$ cat src/design/flash_decode_cfg.svh
`ifndef FLASH_DECODE_CFG_SVH
`define FLASH_DECODE_CFG_SVH
// Contract
// - address bit 23 selects code or data bank
// - array via AHB, configuration via peripheral bus
// - code array at 0x0 to 0x7FFFF
// - code shadow sector window decoded
// - code test sector window decoded
// - data array window selects second bank
// - data test sector window decoded
// - emulation window uses address-based read timing
// - code configuration peripheral window decoded
// - data configuration peripheral window decoded
// - no registers inside; configuration arrives as inputs
// - code array configuration governs both banks
// - register set based at peripheral base
// - config0, config1, protection at consecutive words
// - second port fields have no effect
// - write wait count adds write wait states
// - reset loads usable write wait value
// - array read returns 128-bit page
// - reset sets read-while-write field to stall
`define CODE_LO 32'h0000_0000
`define CODE_HI 32'h0007_FFFF
`define SHADOW_LO 32'h0020_0000
`define SHADOW_HI 32'h0027_FFFF
`define CTEST_LO 32'h0040_0000
`define CTEST_HI 32'h0040_3FFF
`define DATA_LO 32'h0080_0000
`define DATA_HI 32'h0080_FFFF
`define DTEST_LO 32'h00C0_0000
`define DTEST_HI 32'h00C7_FFFF
`define EMUL_LO 32'h0100_0000
`define EMUL_HI 32'h1FFF_FFFF
`define CCFG_LO 32'hC3F8_8000
`define CCFG_HI 32'hC3F8_BFFF
`define DCFG_LO 32'hC3F8_C000
`define DCFG_HI 32'hC3F8_FFFF
`define CTRL_BASE 32'hC3F8_8000
`define OFS_CODE_CFG 32'h0000_001C
`define OFS_DATA_CFG 32'h0000_0020
`define OFS_PROTECT 32'h0000_0024
`define BANK_SEL_BIT 23
`define WWSC_LSB 5
`define READ_WAIT_CTRL_LSB 10
`define APC_LSB 15
`define RWWC_LSB 20
`define WAIT_W 5
`define RWWC_W 3
`define WWSC_RST 5'h01
`define READ_WAIT_CTRL_RST 5'h02
`define APC_RST 5'h02
`define RWWC_RST 3'h7
`define PAGE_BITS 128
`define OFFS_BITS 4
`endif

$ cat src/design/flash_decode_pkg.sv
package flash_decode_pkg;
  typedef enum logic [3:0] {
    rgn_none_type_e = 4'h0,
    rgn_code = 4'h1,
    rgn_shadow = 4'h2,
    rgn_ctest = 4'h3,
    rgn_data = 4'h4,
    rgn_dtest = 4'h5,
    rgn_emul = 4'h6,
    rgn_ccfg = 4'h7,
    rgn_dcfg = 4'h8
  } region_type;

  typedef struct packed {
    logic [2:0] rwwc;
    logic [4:0] addr_pipeline_ctrl;
    logic [4:0] read_wait_ctrl;
    logic [4:0] wwsc;
  } bank_cfg_type;

  typedef struct packed {
    logic valid;
    logic bank;
    logic write;
    logic emul;
    logic [31:0] addr;
  } array_req_type;

  typedef enum logic [1:0] {
    st_idle = 2'b00,
    st_wait = 2'b01,
    st_done = 2'b11,
    st_err = 2'b10
  } ctl_state_type;
endpackage : flash_decode_pkg

$ cat src/design/flash_bank_decode_config.sv
`timescale 1ns/1ps
`default_nettype none
`include "flash_decode_cfg.svh"
module flash_bank_decode_config (
  // clock and reset
  input wire logic i_core_clk,
  input wire logic i_rst_n,
  // ahb slave
  input wire logic i_hsel,
  input wire logic [31:0] i_haddr,
  input wire logic [1:0] i_htrans,
  input wire logic i_hwrite,
  input wire logic [31:0] i_hwdata,
  input wire logic i_hready,
  output logic o_hreadyout,
  output logic o_hresp,
  output logic [31:0] o_hrdata,
  // configuration from the array controllers
  input wire logic [31:0] i_code_bank_config,
  input wire logic [31:0] i_data_bank_config,
  input wire logic i_cfg_valid,
  // array interface
  output flash_decode_pkg::array_req_type o_array_req,
  output logic [31:0] o_array_wdata,
  input wire logic i_array_ack,
  input wire logic [`PAGE_BITS-1:0] i_array_page,
  // active configuration status
  output flash_decode_pkg::bank_cfg_type o_active_cfg
);
  flash_decode_pkg::region_type region;
  logic addr_bank;
  logic [4:0] emul_wait;

  flash_region_decode u_dec (
    .i_addr(i_haddr),
    .o_region(region),
    .o_bank(addr_bank)
  );

  // configuration shadow; data bank input is not used for timing
  flash_decode_pkg::bank_cfg_type cfg_q;
  flash_decode_pkg::bank_cfg_type cfg_d;
  wire [31:0] cfg_src = i_code_bank_config;
  always_comb begin
    cfg_d.wwsc = cfg_src[`WWSC_LSB +: `WAIT_W];
    cfg_d.read_wait_ctrl = cfg_src[`READ_WAIT_CTRL_LSB +: `WAIT_W];
    cfg_d.addr_pipeline_ctrl = cfg_src[`APC_LSB +: `WAIT_W];
    cfg_d.rwwc = cfg_src[`RWWC_LSB +: `RWWC_W];
  end
  always_ff @(posedge i_core_clk or negedge i_rst_n) begin
    if (!i_rst_n) begin
      cfg_q.wwsc <= `WWSC_RST;
      cfg_q.read_wait_ctrl <= `READ_WAIT_CTRL_RST;
      cfg_q.addr_pipeline_ctrl <= `APC_RST;
      cfg_q.rwwc <= `RWWC_RST;
    end else if (i_cfg_valid) begin
      cfg_q <= cfg_d;
    end
  end
  assign o_active_cfg = cfg_q;

  // request classification
  wire req_take = i_hsel && i_hready && i_htrans[1];
  wire is_array = region != flash_decode_pkg::rgn_none_type_e &&
    region != flash_decode_pkg::rgn_ccfg &&
    region != flash_decode_pkg::rgn_dcfg;
  wire is_emul = region == flash_decode_pkg::rgn_emul;
  // emulation reads use address-based timing: low address bits add waits
  assign emul_wait = cfg_q.read_wait_ctrl + 5'(i_haddr[`OFFS_BITS +: 2]);
  wire [4:0] wait_load = i_hwrite ? cfg_q.wwsc :
    (is_emul ? emul_wait : cfg_q.read_wait_ctrl);

  flash_decode_pkg::ctl_state_type state_q;
  flash_decode_pkg::ctl_state_type state_d;
  logic [4:0] wait_q;
  logic [4:0] wait_d;
  flash_decode_pkg::array_req_type req_q;
  flash_decode_pkg::array_req_type req_d;
  logic [31:0] rdata_q;
  logic [31:0] rdata_d;
  logic [`OFFS_BITS-1:0] offs_q;
  logic wr_pend_q;

  wire wait_zero = wait_q == 5'h00;
  wire [1:0] word_sel = offs_q[3:2];
  wire [31:0] page_word = i_array_page[{word_sel, 5'h00} +: 32];

  always_comb begin
    state_d = state_q;
    wait_d = wait_q;
    req_d = req_q;
    rdata_d = rdata_q;
    unique case (state_q)
      flash_decode_pkg::st_idle: begin
        if (req_take && is_array) begin
          state_d = flash_decode_pkg::st_wait;
          wait_d = wait_load;
          req_d.valid = 1'b0;
          req_d.bank = addr_bank;
          req_d.write = i_hwrite;
          req_d.emul = is_emul;
          req_d.addr = i_haddr;
        end else if (req_take) begin
          state_d = flash_decode_pkg::st_err;
        end
      end
      flash_decode_pkg::st_wait: begin
        if (wait_zero) begin
          req_d.valid = 1'b1;
          if (i_array_ack && req_q.valid) begin
            req_d.valid = 1'b0;
            rdata_d = req_q.write ? rdata_q : page_word;
            state_d = flash_decode_pkg::st_done;
          end
        end else begin
          wait_d = wait_q - 5'h01;
        end
      end
      flash_decode_pkg::st_done: state_d = flash_decode_pkg::st_idle;
      flash_decode_pkg::st_err: state_d = flash_decode_pkg::st_idle;
    endcase
  end

  always_ff @(posedge i_core_clk or negedge i_rst_n) begin
    if (!i_rst_n) begin
      state_q <= flash_decode_pkg::st_idle;
      wait_q <= 5'h00;
      req_q <= '0;
      rdata_q <= 32'h0000_0000;
    end else begin
      state_q <= state_d;
      wait_q <= wait_d;
      req_q <= req_d;
      rdata_q <= rdata_d;
    end
  end

  always_ff @(posedge i_core_clk or negedge i_rst_n) begin
    if (!i_rst_n) begin
      offs_q <= 4'h0;
      wr_pend_q <= 1'b0;
      o_array_wdata <= 32'h0000_0000;
    end else begin
      if (req_take && state_q == flash_decode_pkg::st_idle) begin
        offs_q <= i_haddr[`OFFS_BITS-1:0];
      end
      wr_pend_q <= req_take && i_hwrite && is_array &&
        state_q == flash_decode_pkg::st_idle;
      if (wr_pend_q) begin
        o_array_wdata <= i_hwdata;
      end
    end
  end

  // ahb answer: wait while busy, two-cycle error for reserved space
  logic err_q;
  wire err_first = state_q == flash_decode_pkg::st_err;
  assign o_hreadyout = !(state_q == flash_decode_pkg::st_wait) &&
    !err_first;
  assign o_hresp = err_first ||
    (state_q == flash_decode_pkg::st_idle && err_q);
  always_ff @(posedge i_core_clk or negedge i_rst_n) begin
    if (!i_rst_n) begin
      err_q <= 1'b0;
    end else begin
      err_q <= err_first;
    end
  end
  assign o_hrdata = rdata_q;
  assign o_array_req = req_q;

  // controller register slots, refused on the array port
  wire [31:0] reg_ofs = i_haddr - `CTRL_BASE;
  wire hit_code_cfg = reg_ofs == `OFS_CODE_CFG;
  wire hit_data_cfg = reg_ofs == `OFS_DATA_CFG;
  wire hit_protect = reg_ofs == `OFS_PROTECT;
  wire reg_hit = hit_code_cfg || hit_data_cfg || hit_protect;

  // cycles from the taken address to the array request
  logic [5:0] lat_q;
  always_ff @(posedge i_core_clk or negedge i_rst_n) begin
    if (!i_rst_n) begin
      lat_q <= 6'h00;
    end else if (state_q == flash_decode_pkg::st_idle) begin
      lat_q <= 6'h00;
    end else if (!req_q.valid) begin
      lat_q <= lat_q + 6'h01;
    end
  end

  // checks
  a_bank_follows_a23: assert property (
    @(posedge i_core_clk) disable iff (!i_rst_n)
    (state_q == flash_decode_pkg::st_idle && req_take && is_array)
    |=> req_q.bank == $past(i_haddr[`BANK_SEL_BIT]))
    else $error("bank select does not follow address bit");
  a_reserved_error: assert property (
    @(posedge i_core_clk) disable iff (!i_rst_n)
    (state_q == flash_decode_pkg::st_idle && req_take && !is_array)
    |=> (o_hresp && !o_hreadyout && !o_array_req.valid)
    ##1 (o_hresp && o_hreadyout))
    else $error("reserved access lacks two-cycle error");
  a_write_waits: assert property (
    @(posedge i_core_clk) disable iff (!i_rst_n)
    (state_q == flash_decode_pkg::st_idle && req_take && is_array &&
     i_hwrite && cfg_q.wwsc == `WWSC_RST)
    |=> !o_array_req.valid ##1 !o_array_req.valid ##1 o_array_req.valid)
    else $error("write wait count not honoured");
  a_code_region: assert property (
    @(posedge i_core_clk) disable iff (!i_rst_n)
    (i_haddr <= `CODE_HI) |-> region == flash_decode_pkg::rgn_code)
    else $error("code array window not decoded");
  a_cfg_from_code: assert property (
    @(posedge i_core_clk) disable iff (!i_rst_n)
    i_cfg_valid |=> cfg_q.read_wait_ctrl ==
      $past(i_code_bank_config[`READ_WAIT_CTRL_LSB +: `WAIT_W]))
    else $error("active timing not from code configuration");
  a_rwwc_reset: assert property (
    @(posedge i_core_clk) disable iff (!i_rst_n)
    !$past(i_rst_n) && !$past(i_cfg_valid) |-> cfg_q.rwwc == `RWWC_RST)
    else $error("read-while-write field not at reset value");
  a_cfg_region_no_array: assert property (
    @(posedge i_core_clk) disable iff (!i_rst_n)
    (state_q == flash_decode_pkg::st_idle && req_take &&
     region == flash_decode_pkg::rgn_ccfg)
    |=> state_q == flash_decode_pkg::st_err)
    else $error("configuration space reached over AHB");
  a_data_bank: assert property (
    @(posedge i_core_clk) disable iff (!i_rst_n)
    region == flash_decode_pkg::rgn_data |-> addr_bank)
    else $error("data array window not on second bank");
  c_read_done: cover property (@(posedge i_core_clk)
    state_q == flash_decode_pkg::st_done && !req_q.write);
  c_write_done: cover property (@(posedge i_core_clk)
    state_q == flash_decode_pkg::st_done && req_q.write);
  c_error: cover property (@(posedge i_core_clk) err_first);

  a_shadow_region: assert property (
    @(posedge i_core_clk) disable iff (!i_rst_n)
    (i_haddr >= `SHADOW_LO && i_haddr <= `SHADOW_HI)
    |-> region == flash_decode_pkg::rgn_shadow)
    else $error("shadow sector window not decoded");

  a_ctest_region: assert property (
    @(posedge i_core_clk) disable iff (!i_rst_n)
    (i_haddr >= `CTEST_LO && i_haddr <= `CTEST_HI)
    |-> region == flash_decode_pkg::rgn_ctest)
    else $error("code test sector window not decoded");

  a_dtest_region: assert property (
    @(posedge i_core_clk) disable iff (!i_rst_n)
    (i_haddr >= `DTEST_LO && i_haddr <= `DTEST_HI)
    |-> region == flash_decode_pkg::rgn_dtest)
    else $error("data test sector window not decoded");

  a_ccfg_region: assert property (
    @(posedge i_core_clk) disable iff (!i_rst_n)
    (i_haddr >= `CCFG_LO && i_haddr <= `CCFG_HI)
    |-> region == flash_decode_pkg::rgn_ccfg)
    else $error("code configuration window not decoded");

  a_dcfg_region: assert property (
    @(posedge i_core_clk) disable iff (!i_rst_n)
    (i_haddr >= `DCFG_LO && i_haddr <= `DCFG_HI)
    |-> region == flash_decode_pkg::rgn_dcfg)
    else $error("data configuration window not decoded");

  a_data_req: assert property (
    @(posedge i_core_clk) disable iff (!i_rst_n)
    (state_q == flash_decode_pkg::st_idle && req_take &&
     region == flash_decode_pkg::rgn_data)
    |=> req_q.bank && !req_q.emul)
    else $error("data array access not on second bank");

  a_emul_flag: assert property (
    @(posedge i_core_clk) disable iff (!i_rst_n)
    (state_q == flash_decode_pkg::st_idle && req_take &&
     i_haddr >= `EMUL_LO && i_haddr <= `EMUL_HI)
    |=> req_q.emul && state_q == flash_decode_pkg::st_wait)
    else $error("emulation access not marked");

  a_request_holds: assert property (
    @(posedge i_core_clk) disable iff (!i_rst_n)
    req_q.valid && !i_array_ack |=> req_q.valid)
    else $error("array request dropped before acknowledge");

  a_read_word: assert property (
    @(posedge i_core_clk) disable iff (!i_rst_n)
    (req_q.valid && i_array_ack && !req_q.write)
    |=> o_hrdata ==
      $past(i_array_page[{req_q.addr[`OFFS_BITS-1 -: 2], 5'h00} +: 32]))
    else $error("read word not taken from page");

  a_error_no_array: assert property (
    @(posedge i_core_clk) disable iff (!i_rst_n)
    err_first |-> !req_q.valid)
    else $error("array request during error answer");

  a_idle_ready: assert property (
    @(posedge i_core_clk) disable iff (!i_rst_n)
    (state_q == flash_decode_pkg::st_idle && !err_q)
    |-> o_hreadyout && !o_hresp)
    else $error("idle answer not ready and okay");

  a_wwsc_reset: assert property (
    @(posedge i_core_clk) disable iff (!i_rst_n)
    !$past(i_rst_n) && !$past(i_cfg_valid) |-> cfg_q.wwsc == `WWSC_RST)
    else $error("write wait field not at reset value");

  a_cfg_fields: assert property (
    @(posedge i_core_clk) disable iff (!i_rst_n)
    i_cfg_valid |=>
      cfg_q.wwsc == $past(i_code_bank_config[`WWSC_LSB +: `WAIT_W]) &&
      cfg_q.addr_pipeline_ctrl == $past(i_code_bank_config[`APC_LSB +: `WAIT_W]) &&
      cfg_q.rwwc == $past(i_code_bank_config[`RWWC_LSB +: `RWWC_W]))
    else $error("active fields not from their positions");

  a_cfg_hold: assert property (
    @(posedge i_core_clk) disable iff (!i_rst_n)
    !i_cfg_valid |=> $stable(cfg_q))
    else $error("configuration changed without valid");

  a_reg_refused: assert property (
    @(posedge i_core_clk) disable iff (!i_rst_n)
    (state_q == flash_decode_pkg::st_idle && req_take && reg_hit)
    |=> err_first)
    else $error("controller register reached over AHB");

  a_write_latency: assert property (
    @(posedge i_core_clk) disable iff (!i_rst_n)
    $rose(req_q.valid) && req_q.write
    |-> lat_q == 6'(cfg_q.wwsc) + 6'h01)
    else $error("write request not after write wait count");

  a_read_latency: assert property (
    @(posedge i_core_clk) disable iff (!i_rst_n)
    $rose(req_q.valid) && !req_q.write && !req_q.emul
    |-> lat_q == 6'(cfg_q.read_wait_ctrl) + 6'h01)
    else $error("read request not after read wait count");

  a_emul_latency: assert property (
    @(posedge i_core_clk) disable iff (!i_rst_n)
    $rose(req_q.valid) && !req_q.write && req_q.emul
    |-> lat_q ==
      {1'b0, 5'(cfg_q.read_wait_ctrl + 5'(req_q.addr[`OFFS_BITS +: 2]))} + 6'h01)
    else $error("emulation read not after address based wait");

  c_emul_read: cover property (@(posedge i_core_clk)
    state_q == flash_decode_pkg::st_done && req_q.emul);
  c_cfg_load: cover property (@(posedge i_core_clk)
    i_cfg_valid && cfg_q.read_wait_ctrl != `READ_WAIT_CTRL_RST);
endmodule : flash_bank_decode_config
`default_nettype wire

$ cat src/design/flash_region_decode.sv
`timescale 1ns/1ps
`default_nettype none
`include "flash_decode_cfg.svh"
module flash_region_decode (
  // address in
  input wire logic [31:0] i_addr,
  // region out
  output flash_decode_pkg::region_type o_region,
  output logic o_bank
);
  wire in_code = i_addr <= `CODE_HI;
  wire in_shadow = i_addr >= `SHADOW_LO && i_addr <= `SHADOW_HI;
  wire in_ctest = i_addr >= `CTEST_LO && i_addr <= `CTEST_HI;
  wire in_data = i_addr >= `DATA_LO && i_addr <= `DATA_HI;
  wire in_dtest = i_addr >= `DTEST_LO && i_addr <= `DTEST_HI;
  wire in_emul = i_addr >= `EMUL_LO && i_addr <= `EMUL_HI;
  wire in_ccfg = i_addr >= `CCFG_LO && i_addr <= `CCFG_HI;
  wire in_dcfg = i_addr >= `DCFG_LO && i_addr <= `DCFG_HI;

  assign o_bank = i_addr[`BANK_SEL_BIT];
  assign o_region =
    in_code ? flash_decode_pkg::rgn_code :
    in_shadow ? flash_decode_pkg::rgn_shadow :
    in_ctest ? flash_decode_pkg::rgn_ctest :
    in_data ? flash_decode_pkg::rgn_data :
    in_dtest ? flash_decode_pkg::rgn_dtest :
    in_emul ? flash_decode_pkg::rgn_emul :
    in_ccfg ? flash_decode_pkg::rgn_ccfg :
    in_dcfg ? flash_decode_pkg::rgn_dcfg :
    flash_decode_pkg::rgn_none_type_e;
endmodule : flash_region_decode
`default_nettype wire

$ cat config.mk
export PLATFORM = sky130hd
export DESIGN_NAME = flash_bank_decode_config
export DESIGN_NICKNAME = d
export VERILOG_FILES = /design/src/design/flash_decode_pkg.sv /design/src/design/flash_bank_decode_config.sv /design/src/design/flash_region_decode.sv
export VERILOG_INCLUDE_DIRS = /design/src /design/src/design
export SDC_FILE = /design/constraint.sdc
export NUM_CORES = 1
export LEC_CHECK = 0
export BUFFER_PORTS_ARGS = -buffer_cell sky130_fd_sc_hd__buf_2
export CAP_MARGIN = 20
export CORE_AREA = 2 2 149 151
export CTS_CLUSTER_DIAMETER = 80
export DETAILED_ROUTE_END_ITERATION = 10
export DIE_AREA = 0 0 151 153
export PLACE_DENSITY = 0.59
export SYNTH_ARGS = -nofsm -noshare
export SYNTH_HDL_FRONTEND = slang
export SYNTH_SLANG_ARGS = --single-unit
$ cat constraint.sdc
create_clock -name i_core_clk -period 2.3 [get_ports i_core_clk]
set_input_delay 0.46 -clock i_core_clk [delete_from_list [all_inputs] [get_ports i_core_clk]]
set_output_delay 0.46 -clock i_core_clk [all_outputs]
set_load 0.05 [all_outputs]
**Word level (Yosys, flattened, before mapping)**

Cells that the tools add are included.
W data, S select, Z words.

- Bits in registers: 131
- Logic and storage cells: 100

- Add/subtract/negate cells: 2
- $lt $le $gt $ge: 15
- Equal/unequal tests: 11
- Shift-type cells: 1
- Multiplexer cells: 22
- Bitwise gates (word level): 1
- Reduce and logical (&&, ||, !) cells: 32

Operators by type and width:

| kind | count |
|---|---|
| $shiftx A128 B8 Y32 | 1 |
| $ge A32 B24 Y1 const B | 2 |
| $ge A32 B32 Y1 const B | 2 |
| $le A32 B24 Y1 const B | 2 |
| $le A32 B32 Y1 const B | 2 |
| $mux W36 | 1 |
| $ge A32 B22 Y1 const B | 1 |
| $ge A32 B23 Y1 const B | 1 |
| $ge A32 B25 Y1 const B | 1 |
| $le A32 B19 Y1 const B | 1 |
| $le A32 B22 Y1 const B | 1 |
| $le A32 B23 Y1 const B | 1 |
| $le A32 B29 Y1 const B | 1 |
| $mux W4 | 8 |
| $mux W5 | 4 |
| $logic_and A1 B1 Y1 | 19 |
| $pmux W5 S2 | 1 |
| $reduce_and A3 Y1 | 3 |
| $mux W2 | 4 |
| $ne A2 B2 Y1 const B | 4 |
| $pmux W2 S3 | 1 |
| $add A5 B2 Y5 | 1 |
| $logic_not A5 Y1 | 1 |
| $sub A5 B1 Y5 const B | 1 |
| 17 further kinds | 20 |

**Depth between registers and ports, before layout**

- Depth in word-level cells: 16
- Mapped depth: 9
- Mapped depth without buffers: 9

**Cells and area by module**

A second synthesis with hierarchy kept.

- Cell total of the unflattened synthesis: 500
- Area, all modules: 6299.8 um^2

By module, submodules not included:

| module | instances | cells an instance | area each (um^2) | seq. area each (um^2) |
|---|---|---|---|---|
| flash_bank_decode_config | 1 | 475 | 6104.6 | 3235.6 |
| flash_region_decode | 1 | 25 | 195.2 | 0.0 |

**Worst setup path after synthesis**

No wires, ideal clock.

- Path type: register to register
- From: reg cfg_q, in the netlist o_active_cfg[5]
- To: reg wait_q[4]
- Data arrival time: 2367 ps
- Slack: -154 ps
- Stages on the path, launching flop included: 10
- Cell sequence: dfrtp_1 -> ha_1 -> inv_1 -> fa_1 -> inv_1 -> nand2_1 -> or4b_2 -> nand3_1 -> mux2i_1 -> o211ai_1

- Longest elaborated chain between the ends: 5

RTL lines:

| element | RTL line | text |
|---|---|---|
| from (decl) | flash_bank_decode_config.sv:41 | `flash_decode_pkg::bank_cfg_type cfg_q;` |
| from (signal assigned) | flash_bank_decode_config.sv:57 | `cfg_q <= cfg_d;` |
| $add A5 B2 Y5 | flash_bank_decode_config.sv:69 | `` assign emul_wait = cfg_q.read_wait_ctrl + 5'(i_haddr[`OFFS_BITS +: 2]); `` |
| $mux W5 | flash_bank_decode_config.sv:71 | `(is_emul ? emul_wait : cfg_q.read_wait_ctrl);` |
| $mux W5 | flash_bank_decode_config.sv:70 | `wire [4:0] wait_load = i_hwrite ? cfg_q.wwsc :` |
| $mux W5 | flash_bank_decode_config.sv:95 | `if (req_take && is_array) begin` |
| $pmux W5 S2 | flash_bank_decode_config.sv:93 | `unique case (state_q)` |
| to (signal assigned) | flash_bank_decode_config.sv:132 | `wait_q <= wait_d;` |
| to (decl) | flash_bank_decode_config.sv:75 | `logic [4:0] wait_q;` |

No other way between the ends. The select of a mux whose other input is x is not followed.
A chain may end at the register's enable or synchronous reset.

**Worst setup path after layout**

- From: reg state_q[0]
- To: reg req_q, in the netlist o_array_req[11]

- Longest elaborated chain between the ends: 2

RTL lines:

| element | RTL line | text |
|---|---|---|
| from (decl) | flash_bank_decode_config.sv:73 | `flash_decode_pkg::ctl_state_type state_q;` |
| from (signal assigned) | flash_bank_decode_config.sv:126 | `state_q <= flash_decode_pkg::st_idle;` |
| from (signal assigned) | flash_bank_decode_config.sv:131 | `state_q <= state_d;` |
| $logic_not A2 Y1 | flash_bank_decode_config.sv:93 |  |
| $reduce_and A2 Y1 (no source line) | n/a |  |
| to (signal assigned) | flash_bank_decode_config.sv:133 | `req_q <= req_d;` |
| to (decl) | flash_bank_decode_config.sv:77 | `flash_decode_pkg::array_req_type req_q;` |

No other way between the ends.

==> reports/results.tsv <==
metric	value	unit
syn_area	6100	µm²
worstMarginPinSlew	433	ps
whs	270	ps
die_x	151	µm
fin_util	0.422	
clkPwrFrac	0.282	
layout-drive-gt1-share	0.712	
nets	1047	
synth_edf_count	0	
synth_ff_type	dfrtp_1	
place_area	8270	µm²
hold_viol	0	
finalMaxSlewViolations	0	
tritoncts	built	
sequentialPowerShare	0.289	
ys_warn_count	0	
finalWirelength	17300	µm
p_switching	4.31	mW
drc	0	
hold_path_class	input port to flop	
powerDensity	1180	nW/µm²
firstDrtPassIters	4	
internal_power	6.34	mW
antenna_found_initial	2	
combPwrFrac	0.429	
dr.first_iter.drc_count	162	
wl_per_cell	16.2	µm
end_kind	flop	
cap_violations	0	
required	2590	ps
grt_max_degree	51	
grt_pass1_wl	26500	µm
synth_cell_types	47	
dieArea	23100	µm²
initial_core_util	0.284	
ys_ff_latch	128	
finalPower	10.7	mW
outcome	finished, final reports clean	
fin_setup_tns	0	ps
crit_fanout	7	
ir_drop	0.580	mV
synth_top_area_share	0.500	
cts_buffers	17	
ant_nets	0	
h-tree-depth	4	
finClkSkew	6.86	ps
finalSetupViolCount	0	
instances_no_fill	1069	
track_usage	0.148	
gp_congestion	0.812	
clockBufferDepth	2	
hpwlAfterDp	13400	µm
fmax	451	MHz
vias	4907	
start_kind	flop	
clk_transition_reported_paths	60	ps
worstHoldStart	i_code_bank_config[11]	
final_area	9060	µm²
arrival	2510	ps
worst_slack	80.4	ps
grt_overflow	0	
synth_area_leaders	dfrtp_1 50%, mux2_2 20%, mux4_2 12%	
die-height	153	µm
place_ws	-8.68	ps
avgSynthCellArea	14.6	µm²
synthArstFlopShare	1.00	
worstSkewPairLatency	410	ps
first_global_vias	4965	
worstReg2RegStart	state_q[0]	
cts_sinks	128	
yosysSeqAreaShare	0.526	
num_rows	54	
p_sw_frac	0.405	
max_slew_margin	0.708	
syn_inst	417	
syn_nets	690	
crit_type	flop to flop	
cts_root_buffer	clkbuf_16	
fin_crit	2220	ps
rrSetupSlack	80	ps
area_growth	48.5	%
core_area	21500	µm²
leakage	4.54	nW
io_buffers	337	
synth_largest_area_cell	dfrtp_1	
fillers	2070	
io_pins	385	
dp_cells	1027	
crit_path_start	state_q[0]	
final.period_utilization	0.965	
vias_per_cell	4.59	
-- logic make-up (layout without fill, tap and decap cells) --
kind of cell             after synthesis  in the layout  synth area share
multiplexers                         149            149             0.333
AND/OR/NAND/NOR                       51             51            0.0459
buffers and inverters                 37            407            0.0254
flip-flops                           128            128             0.526
XOR/XNOR                               4              4           0.00574
AO/OA/AOI/OAI                         40             40            0.0463
adder cells (fa/ha/maj)                8              8            0.0176
other                                  0              2                 0
-- routing by layer --
metal / track usage / share of wire
met1: 0.177 / 0.41
met2: 0.253 / 0.50
met3: 0.0460 / 0.079
met4: 0.0445 / 0.018
met5: 0 / 0
-- what timing repair did --
action / 4_1_cts / 5_1_grt
endpoints found under the setup margin: 1 / 65
hold buffers: 1 / 0
pin swaps: 0 / 1
hold endpoints to repair: 34 / 0
gates resized for setup: 1 / 7
cloned: 0 / 2
buffers inserted: 0 / 5
-- registers in the layout, summed over array words and instances, names as in the netlist --
signal         flops
o_array_wdata     32
o_hrdata          32
err_q              1
o_active_cfg      18
o_array_req       35
state_q            2
wr_pend_q          1
offs_q             2
wait_q             5
-- final cells by class --
class	instances	area, µm²	share of cell area
timing repair buffer	363	2000	0.221
inverter	12	45.0	0.00497
sequential	128	3210	0.354
multi-input combinational	252	2800	0.308
clock buffer	18	429	0.0473
clock inverter	14	228	0.0251
antenna	2	5.00	0.000552
tap	280	350	0.0386
-- power groups by stage --
stage | clock, mW | combinational (mW) | sequential (mW)
global route | 3.23 | 4.83 | 3.16
detailed placement | 0 | 4.59 | 3.12
CTS | 3.11 | 4.61 | 3.08
finish | 3.00 | 4.58 | 3.08
floorplan | 0 | 1.63 | 4.86
global placement | 0 | 4.57 | 3.10
-- placed cells by master (no fill, tap or decap), types with 4 or more instances in the layout --
| master | count |
|---|---|
| a21oi_1 | 7 |
| buf_12 | 7 |
| buf_2 | 336 |
| buf_4 | 16 |
| bufinv_16 | 5 |
| clkbuf_16 | 18 |
| dfrtp_1 | 120 |
| dfstp_2 | 6 |
| ha_1 | 6 |
| inv_1 | 9 |
| mux2_2 | 111 |
| mux2i_1 | 5 |
| mux4_2 | 32 |
| nand2_1 | 10 |
| nor2_1 | 13 |
| nor2b_1 | 5 |
| nor3_1 | 4 |
| o211ai_1 | 6 |
| o21ai_0 | 7 |
| o22ai_1 | 4 |
-- worst paths after layout --
path / endpoint / depth (start not counted)
min reg2reg: o_hrdata[5] / 1
min: o_active_cfg[6] / 3
max reg2reg: o_array_req[11] / 8
max: o_array_req[11] / 8
max in group asynchronous: o_active_cfg[15] / 3
min in group asynchronous: o_array_wdata[29] / 2
-- worst max-delay path, cell delays in order, from the launching register on --
cell	delay (ps)
dfrtp_1	390
inv_2	90
ha_4	130
nand4_1	140
or4_4	460
a31oi_4	280
buf_12	150
clkbuf_16	140
mux2_2	330
-- cell usage after synthesis (7+ instances only) --
| master | n |
|---|---|
| buf_2 | 7 |
| nand2_1 | 10 |
| ha_1 | 7 |
| clkbuf_1 | 9 |
| dfrtp_1 | 122 |
| buf_1 | 7 |
| o21ai_0 | 7 |
| a21oi_1 | 7 |
| inv_1 | 12 |
| mux4_2 | 32 |
| mux2_2 | 111 |
| nor2_1 | 13 |
Power figures use the tool's default switching activity.
